===== src/can_rx_irq_pkg.sv =====
// Constants, field layout and encodings of the receive interrupt enables
package can_rx_irq_pkg;

  localparam int         ADDR_W         = 12;
  localparam int         CNT_W          = 9;

  // Register byte offsets
  localparam logic [11:0] ENABLE_OFFSET = 12'h000;
  localparam logic [11:0] FLAG_OFFSET   = 12'h004;

  // Field positions, shared by enables and flags
  localparam int         WAKE_BIT       = 7;
  localparam int         CSC_BIT        = 6;
  localparam int         RX_SENS_LSB    = 4;
  localparam int         TX_SENS_LSB    = 2;
  localparam int         OVR_BIT        = 1;
  localparam int         RXF_BIT        = 0;

  localparam logic [7:0] ENABLE_RESET   = 8'h00;
  // Enable bits that initialization mode holds at reset value
  localparam logic [7:0] INIT_HOLD_MASK = 8'hC3;

  // Error counter thresholds
  localparam logic [8:0] WARN_LIMIT     = 9'h060;
  localparam logic [8:0] PASSIVE_LIMIT  = 9'h080;
  localparam logic [8:0] BUS_OFF_LIMIT  = 9'h100;

  typedef enum logic [1:0] {
    ERR_OK      = 2'b00,
    ERR_WARN    = 2'b01,
    ERR_PASSIVE = 2'b10,
    ERR_BUS_OFF = 2'b11
  } err_state_t;

  typedef enum logic [1:0] {
    SENS_NONE    = 2'b00,
    SENS_BUS_OFF = 2'b01,
    SENS_PASSIVE = 2'b10,
    SENS_ALL     = 2'b11
  } sens_t;

endpackage


===== src/can_rx_irq_enable.sv =====
// Receive interrupt enables, state-change flag logic and APB slave
//
// Contract
// [RULE1] Enable writes only outside initialization mode
// [RULE2] Initialization mode holds enables at reset
// [RULE3] Sensitivity fields untouched by initialization mode
// [RULE4] Bit 7 gates wake-up request
// [RULE5] Bit 6 gates state-change error request
// [RULE6] Bits 5-4 select receiver change sensitivity
// [RULE7] Bits 3-2 select transmitter change sensitivity
// [RULE8] Reported states track, frozen while flag pending
// [RULE9] Bit 1 gates overrun error request
// [RULE10] Bit 0 gates receive-full request
// [RULE11] Software reads receive buffer only when full
// [RULE12] Wake needs wake enable and wake function; here the wake request is gated by enable bit 7 alone
// [RULE13] Transmitter state encoded from error counter
// [RULE14] Receiver follows transmitter bus-off and recovery
// [RULE15] Interrupt is OR of flag-and-enable requests
// [RULE16] Flag set only by matching transitions
module can_rx_irq_enable
  import can_rx_irq_pkg::*;
(
  input  wire logic              clk_i,
  input  wire logic              rst_b_i,
  input  wire logic              ce_i,
  input  wire logic              psel_i,
  input  wire logic              penable_i,
  input  wire logic              pwrite_i,
  input  wire logic [ADDR_W-1:0] paddr_i,
  input  wire logic [31:0]       pwdata_i,
  output logic      [31:0]       prdata_o,
  output logic                   pready_o,
  output logic                   pslverr_o,
  input  wire logic              init_request_i,
  input  wire logic              init_acknowledge_i,
  input  wire logic              wake_event_i,
  input  wire logic              overrun_event_i,
  input  wire logic              rx_msg_event_i,
  input  wire logic [CNT_W-1:0]  rx_err_count_i,
  input  wire logic [CNT_W-1:0]  tx_err_count_i,
  output logic                   wake_irq_o,
  output logic                   error_irq_o,
  output logic                   rx_irq_o,
  output logic                   irq_o
);

  typedef struct packed {
    logic [7:0]  enables;
    logic        wake_flag;
    logic        state_change_flag;
    logic        ovr_flag;
    logic        rx_buffer_full_flag;
    err_state_t  rx_error_state;
    err_state_t  tx_error_state;
    logic [31:0] rdata;
    logic        slverr;
    logic        rd_ok;
    logic        wake_irq;
    logic        error_irq;
    logic        rx_irq;
    logic        irq;
  } state_t;

  localparam state_t ST_RESET = '{
    enables:        ENABLE_RESET,
    rx_error_state: ERR_OK,
    tx_error_state: ERR_OK,
    default:        '0
  };

  state_t      st;
  state_t      next_st;
  logic        in_init;
  logic        access_done;
  logic        wr_enable_reg;
  logic        wr_flag_reg;
  logic [7:0]  clr;
  err_state_t  tx_actual;
  err_state_t  rx_actual;
  logic        rx_hit;
  logic        tx_hit;
  logic [7:0]  flag_view;

  // Counter to error state; the receiver never reports bus-off itself
  function automatic err_state_t encode(input logic [CNT_W-1:0] cnt,
                                        input logic allow_bus_off);
    if (cnt < WARN_LIMIT) begin
      encode = ERR_OK;
    end else if (cnt < PASSIVE_LIMIT) begin
      encode = ERR_WARN;
    end else if (cnt < BUS_OFF_LIMIT || !allow_bus_off) begin
      encode = ERR_PASSIVE;
    end else begin
      encode = ERR_BUS_OFF;
    end
  endfunction

  // Does a transition old -> new count under the given sensitivity
  function automatic logic sens_hit(input logic [1:0] sens,
                                    input err_state_t old_s,
                                    input err_state_t new_s);
    unique case (sens)
      SENS_NONE:    sens_hit = 1'b0;
      SENS_BUS_OFF: sens_hit = (old_s == ERR_BUS_OFF) !=
                               (new_s == ERR_BUS_OFF);
      SENS_PASSIVE: sens_hit = (old_s[1] != new_s[1]) ||
                               ((old_s == ERR_BUS_OFF) !=
                                (new_s == ERR_BUS_OFF));
      SENS_ALL:     sens_hit = old_s != new_s;
    endcase
  endfunction

  assign in_init       = init_request_i & init_acknowledge_i;
  assign pready_o      = penable_i & st.rd_ok & ce_i;
  assign access_done   = psel_i & penable_i & pready_o;
  assign wr_enable_reg = access_done & pwrite_i &
                         (paddr_i == ENABLE_OFFSET);
  assign wr_flag_reg   = access_done & pwrite_i &
                         (paddr_i == FLAG_OFFSET);
  assign clr           = wr_flag_reg ? pwdata_i[7:0] : 8'h00;

  assign tx_actual = encode(tx_err_count_i, 1'b1); // RULE13
  // Bus-off on the transmitter overrides; on recovery each follows its own counter
  assign rx_actual = (tx_actual == ERR_BUS_OFF) ? ERR_BUS_OFF // RULE14
                   : encode(rx_err_count_i, 1'b0);

  assign rx_hit = sens_hit(st.enables[RX_SENS_LSB +: 2], // RULE6
                           st.rx_error_state, rx_actual);
  assign tx_hit = sens_hit(st.enables[TX_SENS_LSB +: 2], // RULE7
                           st.tx_error_state, tx_actual);

  assign flag_view = {st.wake_flag, st.state_change_flag,
                      st.rx_error_state, st.tx_error_state,
                      st.ovr_flag, st.rx_buffer_full_flag};

  always_comb begin
    next_st = st;
    if (ce_i) begin
      // Set wins over a simultaneous write-one clear
      next_st.wake_flag = wake_event_i |
                          (st.wake_flag & ~clr[WAKE_BIT]);
      next_st.ovr_flag = overrun_event_i |
                         (st.ovr_flag & ~clr[OVR_BIT]);
      next_st.rx_buffer_full_flag = rx_msg_event_i |
        (st.rx_buffer_full_flag & ~clr[RXF_BIT]);

      // Blocking flag: reported states freeze until it is cleared
      if (!st.state_change_flag) begin
        next_st.rx_error_state = rx_actual; // RULE8
        next_st.tx_error_state = tx_actual; // RULE8
      end
      next_st.state_change_flag =
        (!st.state_change_flag & (rx_hit | tx_hit)) | // RULE16
        (st.state_change_flag & ~clr[CSC_BIT]);

      if (in_init) begin
        // Sensitivity bits survive; only the enable bits are held
        next_st.enables = (st.enables & ~INIT_HOLD_MASK) | // RULE2 RULE3
                          (ENABLE_RESET & INIT_HOLD_MASK);
      end else if (wr_enable_reg) begin
        next_st.enables = pwdata_i[7:0]; // RULE1
      end

      next_st.wake_irq  = st.wake_flag & st.enables[WAKE_BIT]; // RULE4
      next_st.error_irq =
        (st.state_change_flag & st.enables[CSC_BIT]) | // RULE5 RULE15
        (st.ovr_flag & st.enables[OVR_BIT]); // RULE9
      next_st.rx_irq    = st.rx_buffer_full_flag & // RULE10
                          st.enables[RXF_BIT];
      next_st.irq       = next_st.wake_irq | next_st.error_irq |
                          next_st.rx_irq; // RULE15

      // Read data is captured in the setup cycle, so it is a flop
      if (psel_i && !penable_i) begin
        next_st.rd_ok  = 1'b1;
        next_st.slverr = 1'b0;
        if (paddr_i == ENABLE_OFFSET) begin
          next_st.rdata = {24'h000000, st.enables};
        end else if (paddr_i == FLAG_OFFSET) begin
          next_st.rdata = {24'h000000, flag_view};
        end else begin
          next_st.rdata  = 32'h00000000;
          next_st.slverr = 1'b1;
        end
      end else if (access_done) begin
        next_st.rd_ok = 1'b0;
      end
    end
  end

  always_ff @(posedge clk_i) begin
    if (!rst_b_i) begin
      st <= ST_RESET;
    end else begin
      st <= next_st;
    end
  end

  assign prdata_o    = st.rdata;
  assign pslverr_o   = st.slverr;
  assign wake_irq_o  = st.wake_irq;
  assign error_irq_o = st.error_irq;
  assign rx_irq_o    = st.rx_irq;
  assign irq_o       = st.irq;

  a_init_holds_en: assert property ( // RULE2
    @(posedge clk_i) disable iff (!rst_b_i)
    ce_i && in_init |=> (st.enables & INIT_HOLD_MASK) == 8'h00)
    else $error("enables not held during init mode");

  a_init_keeps_sens: assert property ( // RULE3
    @(posedge clk_i) disable iff (!rst_b_i)
    in_init |=> $stable(st.enables[5:2]))
    else $error("sensitivity altered in init mode");

  a_write_taken: assert property ( // RULE1
    @(posedge clk_i) disable iff (!rst_b_i)
    ce_i && wr_enable_reg && !in_init
    |=> st.enables == $past(pwdata_i[7:0]))
    else $error("enable write lost outside init mode");

  a_wake_request: assert property ( // RULE4
    @(posedge clk_i) disable iff (!rst_b_i)
    ce_i |=> wake_irq_o ==
      $past(st.wake_flag && st.enables[WAKE_BIT]) ##1 1'b1)
    else $error("wake request does not follow flag and enable");

  a_error_request: assert property ( // RULE9
    @(posedge clk_i) disable iff (!rst_b_i)
    ce_i && st.ovr_flag && st.enables[OVR_BIT] |=> error_irq_o && irq_o)
    else $error("overrun did not raise error request"); // RULE9

  a_csc_request: assert property ( // RULE15
    @(posedge clk_i) disable iff (!rst_b_i)
    ce_i && !(st.state_change_flag && st.enables[CSC_BIT]) &&
      !(st.ovr_flag && st.enables[OVR_BIT]) |=> !error_irq_o)
    else $error("error request without enabled source");

  a_rx_request: assert property ( // RULE10
    @(posedge clk_i) disable iff (!rst_b_i)
    ce_i && st.rx_buffer_full_flag && st.enables[RXF_BIT]
    |=> rx_irq_o ##0 irq_o)
    else $error("receive-full did not raise receive request");

  a_state_frozen: assert property ( // RULE8
    @(posedge clk_i) disable iff (!rst_b_i)
    st.state_change_flag |=> $stable(st.rx_error_state) &&
                             $stable(st.tx_error_state))
    else $error("reported state moved while flag pending");

  a_state_tracks: assert property ( // RULE8
    @(posedge clk_i) disable iff (!rst_b_i)
    ce_i && !st.state_change_flag
    |=> st.rx_error_state == $past(rx_actual) &&
        st.tx_error_state == $past(tx_actual))
    else $error("reported state does not track actual state");

  a_flag_on_hit: assert property ( // RULE16
    @(posedge clk_i) disable iff (!rst_b_i)
    ce_i && !st.state_change_flag |=>
      st.state_change_flag == $past(rx_hit || tx_hit))
    else $error("state-change flag disagrees with sensitivity");

  a_tx_encoding: assert property ( // RULE13
    @(posedge clk_i) disable iff (!rst_b_i)
    (tx_err_count_i >= BUS_OFF_LIMIT) == (tx_actual == ERR_BUS_OFF) &&
    (tx_err_count_i < WARN_LIMIT) == (tx_actual == ERR_OK))
    else $error("transmitter state encoding wrong");

  a_rx_bus_off: assert property ( // RULE14
    @(posedge clk_i) disable iff (!rst_b_i)
    (tx_actual == ERR_BUS_OFF) == (rx_actual == ERR_BUS_OFF))
    else $error("receiver bus-off not tied to transmitter");

  a_csc_raises: assert property ( // RULE5
    @(posedge clk_i) disable iff (!rst_b_i)
    ce_i && st.state_change_flag && st.enables[CSC_BIT]
    |=> error_irq_o && irq_o)
    else $error("state change did not raise error request");

  a_wake_masked: assert property ( // RULE4
    @(posedge clk_i) disable iff (!rst_b_i)
    ce_i && !st.enables[WAKE_BIT] |=> !wake_irq_o)
    else $error("masked wake flag raised a request");

  a_rx_masked: assert property ( // RULE10
    @(posedge clk_i) disable iff (!rst_b_i)
    ce_i && !st.enables[RXF_BIT] |=> !rx_irq_o)
    else $error("masked receive-full raised a request");

  a_irq_is_or: assert property ( // RULE15
    @(posedge clk_i) disable iff (!rst_b_i)
    irq_o == (wake_irq_o || error_irq_o || rx_irq_o))
    else $error("interrupt output is not the OR of requests");

  a_set_wins: assert property ( // RULE9
    @(posedge clk_i) disable iff (!rst_b_i)
    ce_i && overrun_event_i |=> st.ovr_flag)
    else $error("overrun event did not set its flag");

  a_passive_to_off: assert property ( // RULE6
    @(posedge clk_i) disable iff (!rst_b_i)
    ce_i && !st.state_change_flag && st.enables[RX_SENS_LSB +: 2] ==
      SENS_PASSIVE && st.rx_error_state == ERR_PASSIVE &&
      rx_actual == ERR_BUS_OFF |=> st.state_change_flag)
    else $error("entry into bus-off missed at passive sensitivity");

endmodule


===== config.mk =====
export PLATFORM = sky130hd
export DESIGN_NAME = can_rx_irq_enable
export DESIGN_NICKNAME = d
export VERILOG_FILES = /design/src/can_rx_irq_pkg.sv /design/src/can_rx_irq_enable.sv
export SDC_FILE = /design/constraint.sdc
export NUM_CORES = 1
export LEC_CHECK = 0
export ABC_AREA = 1
export BUFFER_PORTS_ARGS = -buffer_cell sky130_fd_sc_hd__buf_2
export CAP_MARGIN = 40
export CORE_ASPECT_RATIO = 1.4
export CORE_UTILIZATION = 45
export CTS_CLUSTER_DIAMETER = 60
export DETAILED_ROUTE_END_ITERATION = 16
export PLACE_DENSITY = 0.93
export REMOVE_ABC_BUFFERS = 1
export SLEW_MARGIN = 20
export SYNTH_ARGS = -nofsm -noshare
export SYNTH_HDL_FRONTEND = slang
export SYNTH_SLANG_ARGS = --single-unit

===== constraint.sdc =====
create_clock -name clk_i -period 1.7 [get_ports clk_i]
set_input_delay 0.085 -clock clk_i [delete_from_list [all_inputs] [get_ports clk_i]]
set_output_delay 0.085 -clock clk_i [all_outputs]
set_load 0.02 [all_outputs]

==> summary.txt, run 1 <==
Setup path
  • CP cell instances: nand2_1 -> xor2_1 -> nand2_1 -> nand2_1 -> inv_1 -> nand2_1 -> nand2_1 -> nand2_1 -> nand2_1 -> a21oi_1
  • Crit-path slowest cell: dfxtp_1
  • R2R setup slack: 0.45 ns
  • Most used cell, CP: nand2_1
  • Critical Path Start: flag_view[5]
  • R2R cell count: 10
  • Critical Path End: flag_view[6]
  • Critical Path End Type: flop
  • Critical path peak fanout: 4
  • RR Endpoint: flag_view[6]
  • Startpoint Class: flop
  • Worst r2r src: flag_view[5]
  • Worst path max stage delay: 0.40 ns
  • Crit path DAT: 1.45 ns
  • Setup Crit Path Kind: reg2reg
  • Critical path data required time: 1.91 ns

Logic synthesis
  • Cell Area, Synth: 1730 sq um
  • #FFs+latches synth: 30
  • Synthesis Warnings: 0
  • Cells after synthesis: 248
  • Sequential share of the synthesized area: between 30% and 40%
  • Largest area contributor in the netlist: dfxtp_1
  • Syn_area_per_cell: 6.96 sq um
  • Largest cells by area after synthesis: dfxtp_1 35%, buf_4 14%, nand2_1 13%, o21ai_0 6.7%, inv_1 5.9%
  • Yosys top cell area share: approximately a third
  • Synth cell types: 26

STA
  • Final Hold Viols: 0
  • Min cycle time layout: around 1.2 ns
  • Final period util: 73.4%
  • TNS Setup: 0 ns
  • Fmax: 801 MHz
  • Final hold slack: roughly 0.064 ns
  • Final Skew: 0.00234 ns
  • Pins Over Slew Limit: 0
  • Setup violations, final: 0
  • Setup repair after global routing missed its margin: no

Routing
  • DRT iter0 DRCs: 40
  • Vias per cell: between 4 and 5
  • WL per Instance: 10.8 microns
  • Routed wire length: 3620 microns
  • Antenna-violating nets left: 0
  • DRT Pass-1 Iters: 4
  • Vias: 1640
  • Post-route DRC violation count: 0

Die
  • IO Pins: 111
  • Starting Density: 47.4%
  • Die ar.: 4090 sq um
  • Die width: 54.4 microns
  • Core area: 3640 sq um
  • Die extent in y: approximately 75 microns
  • Site Rows: 26

Clock tree
  • Hold_buf cts: 0
  • CTS Buf Count: 5
  • Post-CTS sizing: 0
  • Root Buffer: clkbuf_8
  • Reg clk slew, reported paths: 0.06 ns
  • Post-CTS Setup Bufs: 0
  • Worst-Skew Late Latency: approximately 0.28 ns
  • # clock sinks: 30
  • Htree depth: 2
  • Clock Path Buffers: 2
  • CTS tree: yes

Power and ir drop
  • Flop pwr share: between 40% and 50%
  • Clock power share: 34.5%
  • Pwr dens: 779 nW/um^2
  • Leakage power total: 0.983 nW
  • Sw frac: 27.6%
  • P_int: 1.10 mW
  • Gate power share: 15.9%
  • Worst IR Drop VDD: 0.632 mV
  • Switching power total: 0.418 mW

Cells and area
  • Diodes inserted: 0
  • Layout cells sized above 1: 24.5%
  • Final net count: between 300 and 400
  • Post-route cell area: roughly 2000 sq um
  • Area growth, synth to finish: 12.5%

Global routing
  • Gr usage total: between 15 and 20%
  • Gr ovfl total: 0
  • Initial antenna violation count: 0
  • Global-route wire length before repair: 5850 microns
  • Largest net degree at the start of global routing: 21
  • Vias in the first global route: about 1400

Run status
  • Status: complete, no violations

Min path
  • Hold Path Class: in2reg

Flow run
  • Max cap viols: 0

Place
  • Post-DP HPWL: 2740 microns
  • Port bufs: 52
  • Final GP Congestion: 0.868
  • Area post-placement: 1870 sq um
kinds of logic (layout without fill, tap and decap cells):
kind of cell	after synthesis	count (layout)	share of synthesized area [%]
compound gates	54	54	17.6
xor+xnor	4	4	2.03
buf+inv	71	94	23.0
flops	30	30	34.8
other cells	1	24	0.217
simple gates	88	88	22.3
registers in the layout, indices dropped and copies added (netlist names):
register and flops:
st 9, flag_view 8, prdata_o 8, error_irq_o 1, irq_o 1, pslverr_o 1
rx_irq_o 1, wake_irq_o 1
layer usage:
metal  global-route usage (%)  up-vias  routed length [microns]
met5                        0        -                        0
met4                     10.3        0                       57
met3                     3.39        4                      260
met2                     34.3       76                     1820
met1                     21.4      727                     1480
li1                         -      833                        -
Yosys cell counts (all sizes together):
cell type	n
nand2	58
conb	1
nor4	2
buf	34
xnor2	2
dfxtp	30
or2	1
o211ai	2
a31o	6
nor3	2
inv	31
nor2	9
nand3	15
a31oi	2
and2	1
clkbuf	4
o21ai	24
a221oi	1
a21oi	19
xor2	2
clkinv	2
how the worst min path moves through the flow:
| stage | startpoint | end | slack, ns | depth (start not counted) |
|---|---|---|---|---|
| floorplan | ce_i | rx_irq_o | 0.17 | 1 |
| global placement | overrun_event_i | flag_view[1] | 0.34 | 3 |
| detailed placement | overrun_event_i | flag_view[1] | 0.35 | 3 |
| CTS | overrun_event_i | flag_view[1] | 0.07 | 3 |
| global route | pwdata_i[7] | st[53] | 0.07 | 3 |
| finish | overrun_event_i | flag_view[1] | 0.06 | 3 |
critical path: cells and delay by family (launching register included):
kind,cells,cell delay (ns)
DFF,1,0.40
AOI/OAI and AO/OA,1,0.14
xor gates and xnor gates,1,0.18
buffers and inverters,1,0.03
and+or+nand+nor,7,0.43
power by group through the flow:
stage	clock (mW)	combinational, mW	sequential, mW
finish	0.522	0.241	0.750
global route	0.562	0.275	0.754
CTS	0.528	0.240	0.750
floorplan	0	0.132	0.780
global placement	0	0.234	0.764
detailed placement	0	0.239	0.765
metrics by stage:
step / std cells / utilization [%] / setup WS (ns) / power [mW]
floorplan: 233 / - / 0.547 / 0.912
global placement: 329 / 51.2 / 0.310 / 0.997
detailed placement: 329 / 51.2 / 0.258 / 1.00
CTS: 336 / 53.3 / 0.459 / 1.52
global route: 336 / 53.3 / 0.295 / 1.59
finish: 336 / 53.3 / 0.452 / 1.51
area by class of cell:
class                   instances  area [sq um]
clock buffers                   7          76.3
inverters                      33           124
flip-flops and latches         30           601
fillers                       347          1700
well taps                      42          52.6
multi-input cells             170           815
repair buffers                 54           275
placed cells by master, fill, tap and decap left out:
cell type,n
nand2_1,58
buf_2,52
dfxtp_1,30
inv_1,27
conb_1,24
o21ai_0,23
a21oi_1,19
nand3_1,14
nor2_1,9
a31o_2,6
clkbuf_8,5
inv_2,4
nor4_1,2
clkinv_1,2
o211ai_1,2
xnor2_1,2
xor2_1,2
a31oi_1,2
clkbuf_1,2
buf_4,2
and2_1,1
nand3_4,1
nor3_4,1
nor3_1,1
o21ai_1,1
a221oi_1,1
or2_2,1
(Power assumes the default switching activity.)
==> run 2: changes to the inputs <==
Settings changed: CORE_UTILIZATION 45 to 38, PLACE_DENSITY 0.93 to 0.85.
Clock period 1.7 ns to 1.13 ns, I/O delays scaled along.
==> run 2 against run 1 <==
The run now ends with negative setup slack left. First-iteration DRC count down 20%. Critical path type unchanged. Total power up 60%. Fmax up 10%. Core utilization down 3.2 points. Via count up 5.0%. Clock skew up 0.0042 ns.
==> summary.txt, run 2 (synthesized netlist as in run 1, its figures left out) <==
Die
  • Die width: 59.0 microns
  • Site Rows: 28
  • Core area: 4310 sq um
  • IO Pins: 111
  • Die ar.: 4820 sq um
  • Die extent in y: a little over 80 microns
  • Starting Density: 40.1%

Clock tree
  • Worst-Skew Late Latency: 0.28 ns
  • CTS tree: yes
  • CTS Buf Count: 5
  • Htree depth: 2
  • # clock sinks: 30
  • Root Buffer: clkbuf_8
  • Reg clk slew, reported paths: 0.06 ns
  • Clock Path Buffers: 2
  • Hold_buf cts: 0

Cells and area
  • Area growth, synth to finish: 25.1%
  • Final net count: 381
  • Diodes inserted: 0
  • Layout cells sized above 1: 35.0%
  • Most frequent cells in the layout: 54 x nand2_1, 52 x buf_2, 26 x inv_1
  • Top reg by flops: st
  • Largest register FFs: 9
  • Post-route cell area: 2160 sq um
  • Layout Cells excl Fill: 369
  • Most common cell after layout, fill and taps aside: nand2_1
  • Final Util: 50.1%

Global routing
  • Gr usage total: ~17%
  • Largest net degree at the start of global routing: 15
  • Vias in the first global route: 1486
  • Gr ovfl total: 0
  • Initial antenna violation count: 0
  • Global-route wire length before repair: between 6000 and 7000 microns

Place
  • Post-DP HPWL: 3190 microns
  • Port bufs: 52
  • Pre-CTS WS: -0.130 ns
  • Area post-placement: 1980 sq um
  • Final GP Congestion: 0.875
  • Dpl cells: 359

STA
  • Setup violations, final: 1
  • Final hold slack: 0.0213 ns
  • Fmax: 884 MHz
  • Pins Over Slew Limit: 0
  • Setup repair after global routing missed its margin: yes
  • TNS Setup: -0.00168 ns
  • Final period util: 100%
  • Min cycle time layout: 1.13 ns
  • Final Hold Viols: 0
  • Worst setup margin: -0.00168 ns
  • Final Skew: 0.00658 ns

Power and ir drop
  • Pwr dens: 1120 nW/um^2
  • Worst IR Drop VDD: approximately 0.77 mV
  • Leakage power total: around 1.1 nW
  • Total power draw: 2.43 mW

Routing
  • Vias: 1722
  • Routed wire length: 4140 microns
  • DRT iter0 DRCs: 32
  • Vias per cell: between 4 and 5
  • Antenna-violating nets left: 0
  • WL per Instance: 11.2 microns
  • Post-route DRC violation count: 0
  • DRT Pass-1 Iters: 4

Flow run
  • Max cap viols: 0

Min path
  • Hold Path Class: in2reg
  • Cells on Worst Hold Path: 3

Setup path
  • Startpoint Class: flop
  • Crit path DAT: 1.34 ns
  • Critical Path End Type: flop
  • R2R cell count: 8
  • Critical path data required time: 1.34 ns
  • Critical path peak fanout: 5
  • Setup Crit Path Kind: reg2reg

Run status
  • Status: finished with violations
  • Failing checks: negative setup slack
-- run 2: layer usage --
layer	share of wire, %	up-vias	global-route usage [%]
met5	0	-	0
met4	1.4	0	7.38
met3	6.7	6	4.57
met2	52	77	31.4
met1	40	776	17.3
li1	-	863	-
-- run 2: critical path, cell delays in order (launching register included) --
cell and delay, ns:
dfxtp_2 0.33, nand3_2 0.07, inv_2 0.06, nand3_2 0.08, inv_4 0.10, nand3_4 0.12, inv_4 0.11, nand2_1 0.06
a21oi_1 0.12
-- run 2: path summary, 6_finish.rpt --
check | start | end | slack [ns]
worst min register to register | flag_view[7] | flag_view[7] | 0.48
worst min-delay path | overrun_event_i | flag_view[1] | 0.02
worst max register to register | st[4] | st[47] | -0.002
worst max-delay path | st[4] | st[47] | -0.002
-- run 2: layout make-up --
class / instances / area [sq um]
clock buffer: 7 / 86.3
inverter: 33 / 129
multi-input combinational: 171 / 885
clock inverter: 1 / 5.00
fill: 403 / 2150
sequential: 30 / 607
timing repair buffer: 67 / 373
tap: 60 / 75.1
-- run 2: where the power goes --
group / total [mW] / internal [mW] / switching [mW]
Sequential: 1.13 / 1.10 / 0.0245
Clock: 0.882 / 0.490 / 0.392
Combinational: 0.420 / 0.157 / 0.263
Total: 2.43 / 1.75 / 0.679
-- run 2: repair_timing --
| item | 4_1_cts | 5_1_grt |
|---|---|---|
| endpoints found under the setup margin | 3 | 13 |
| gates resized for setup | 5 | 24 |
| pin swaps | 1 | 2 |
| cloned | 0 | 1 |
| buffers inserted | 0 | 1 |
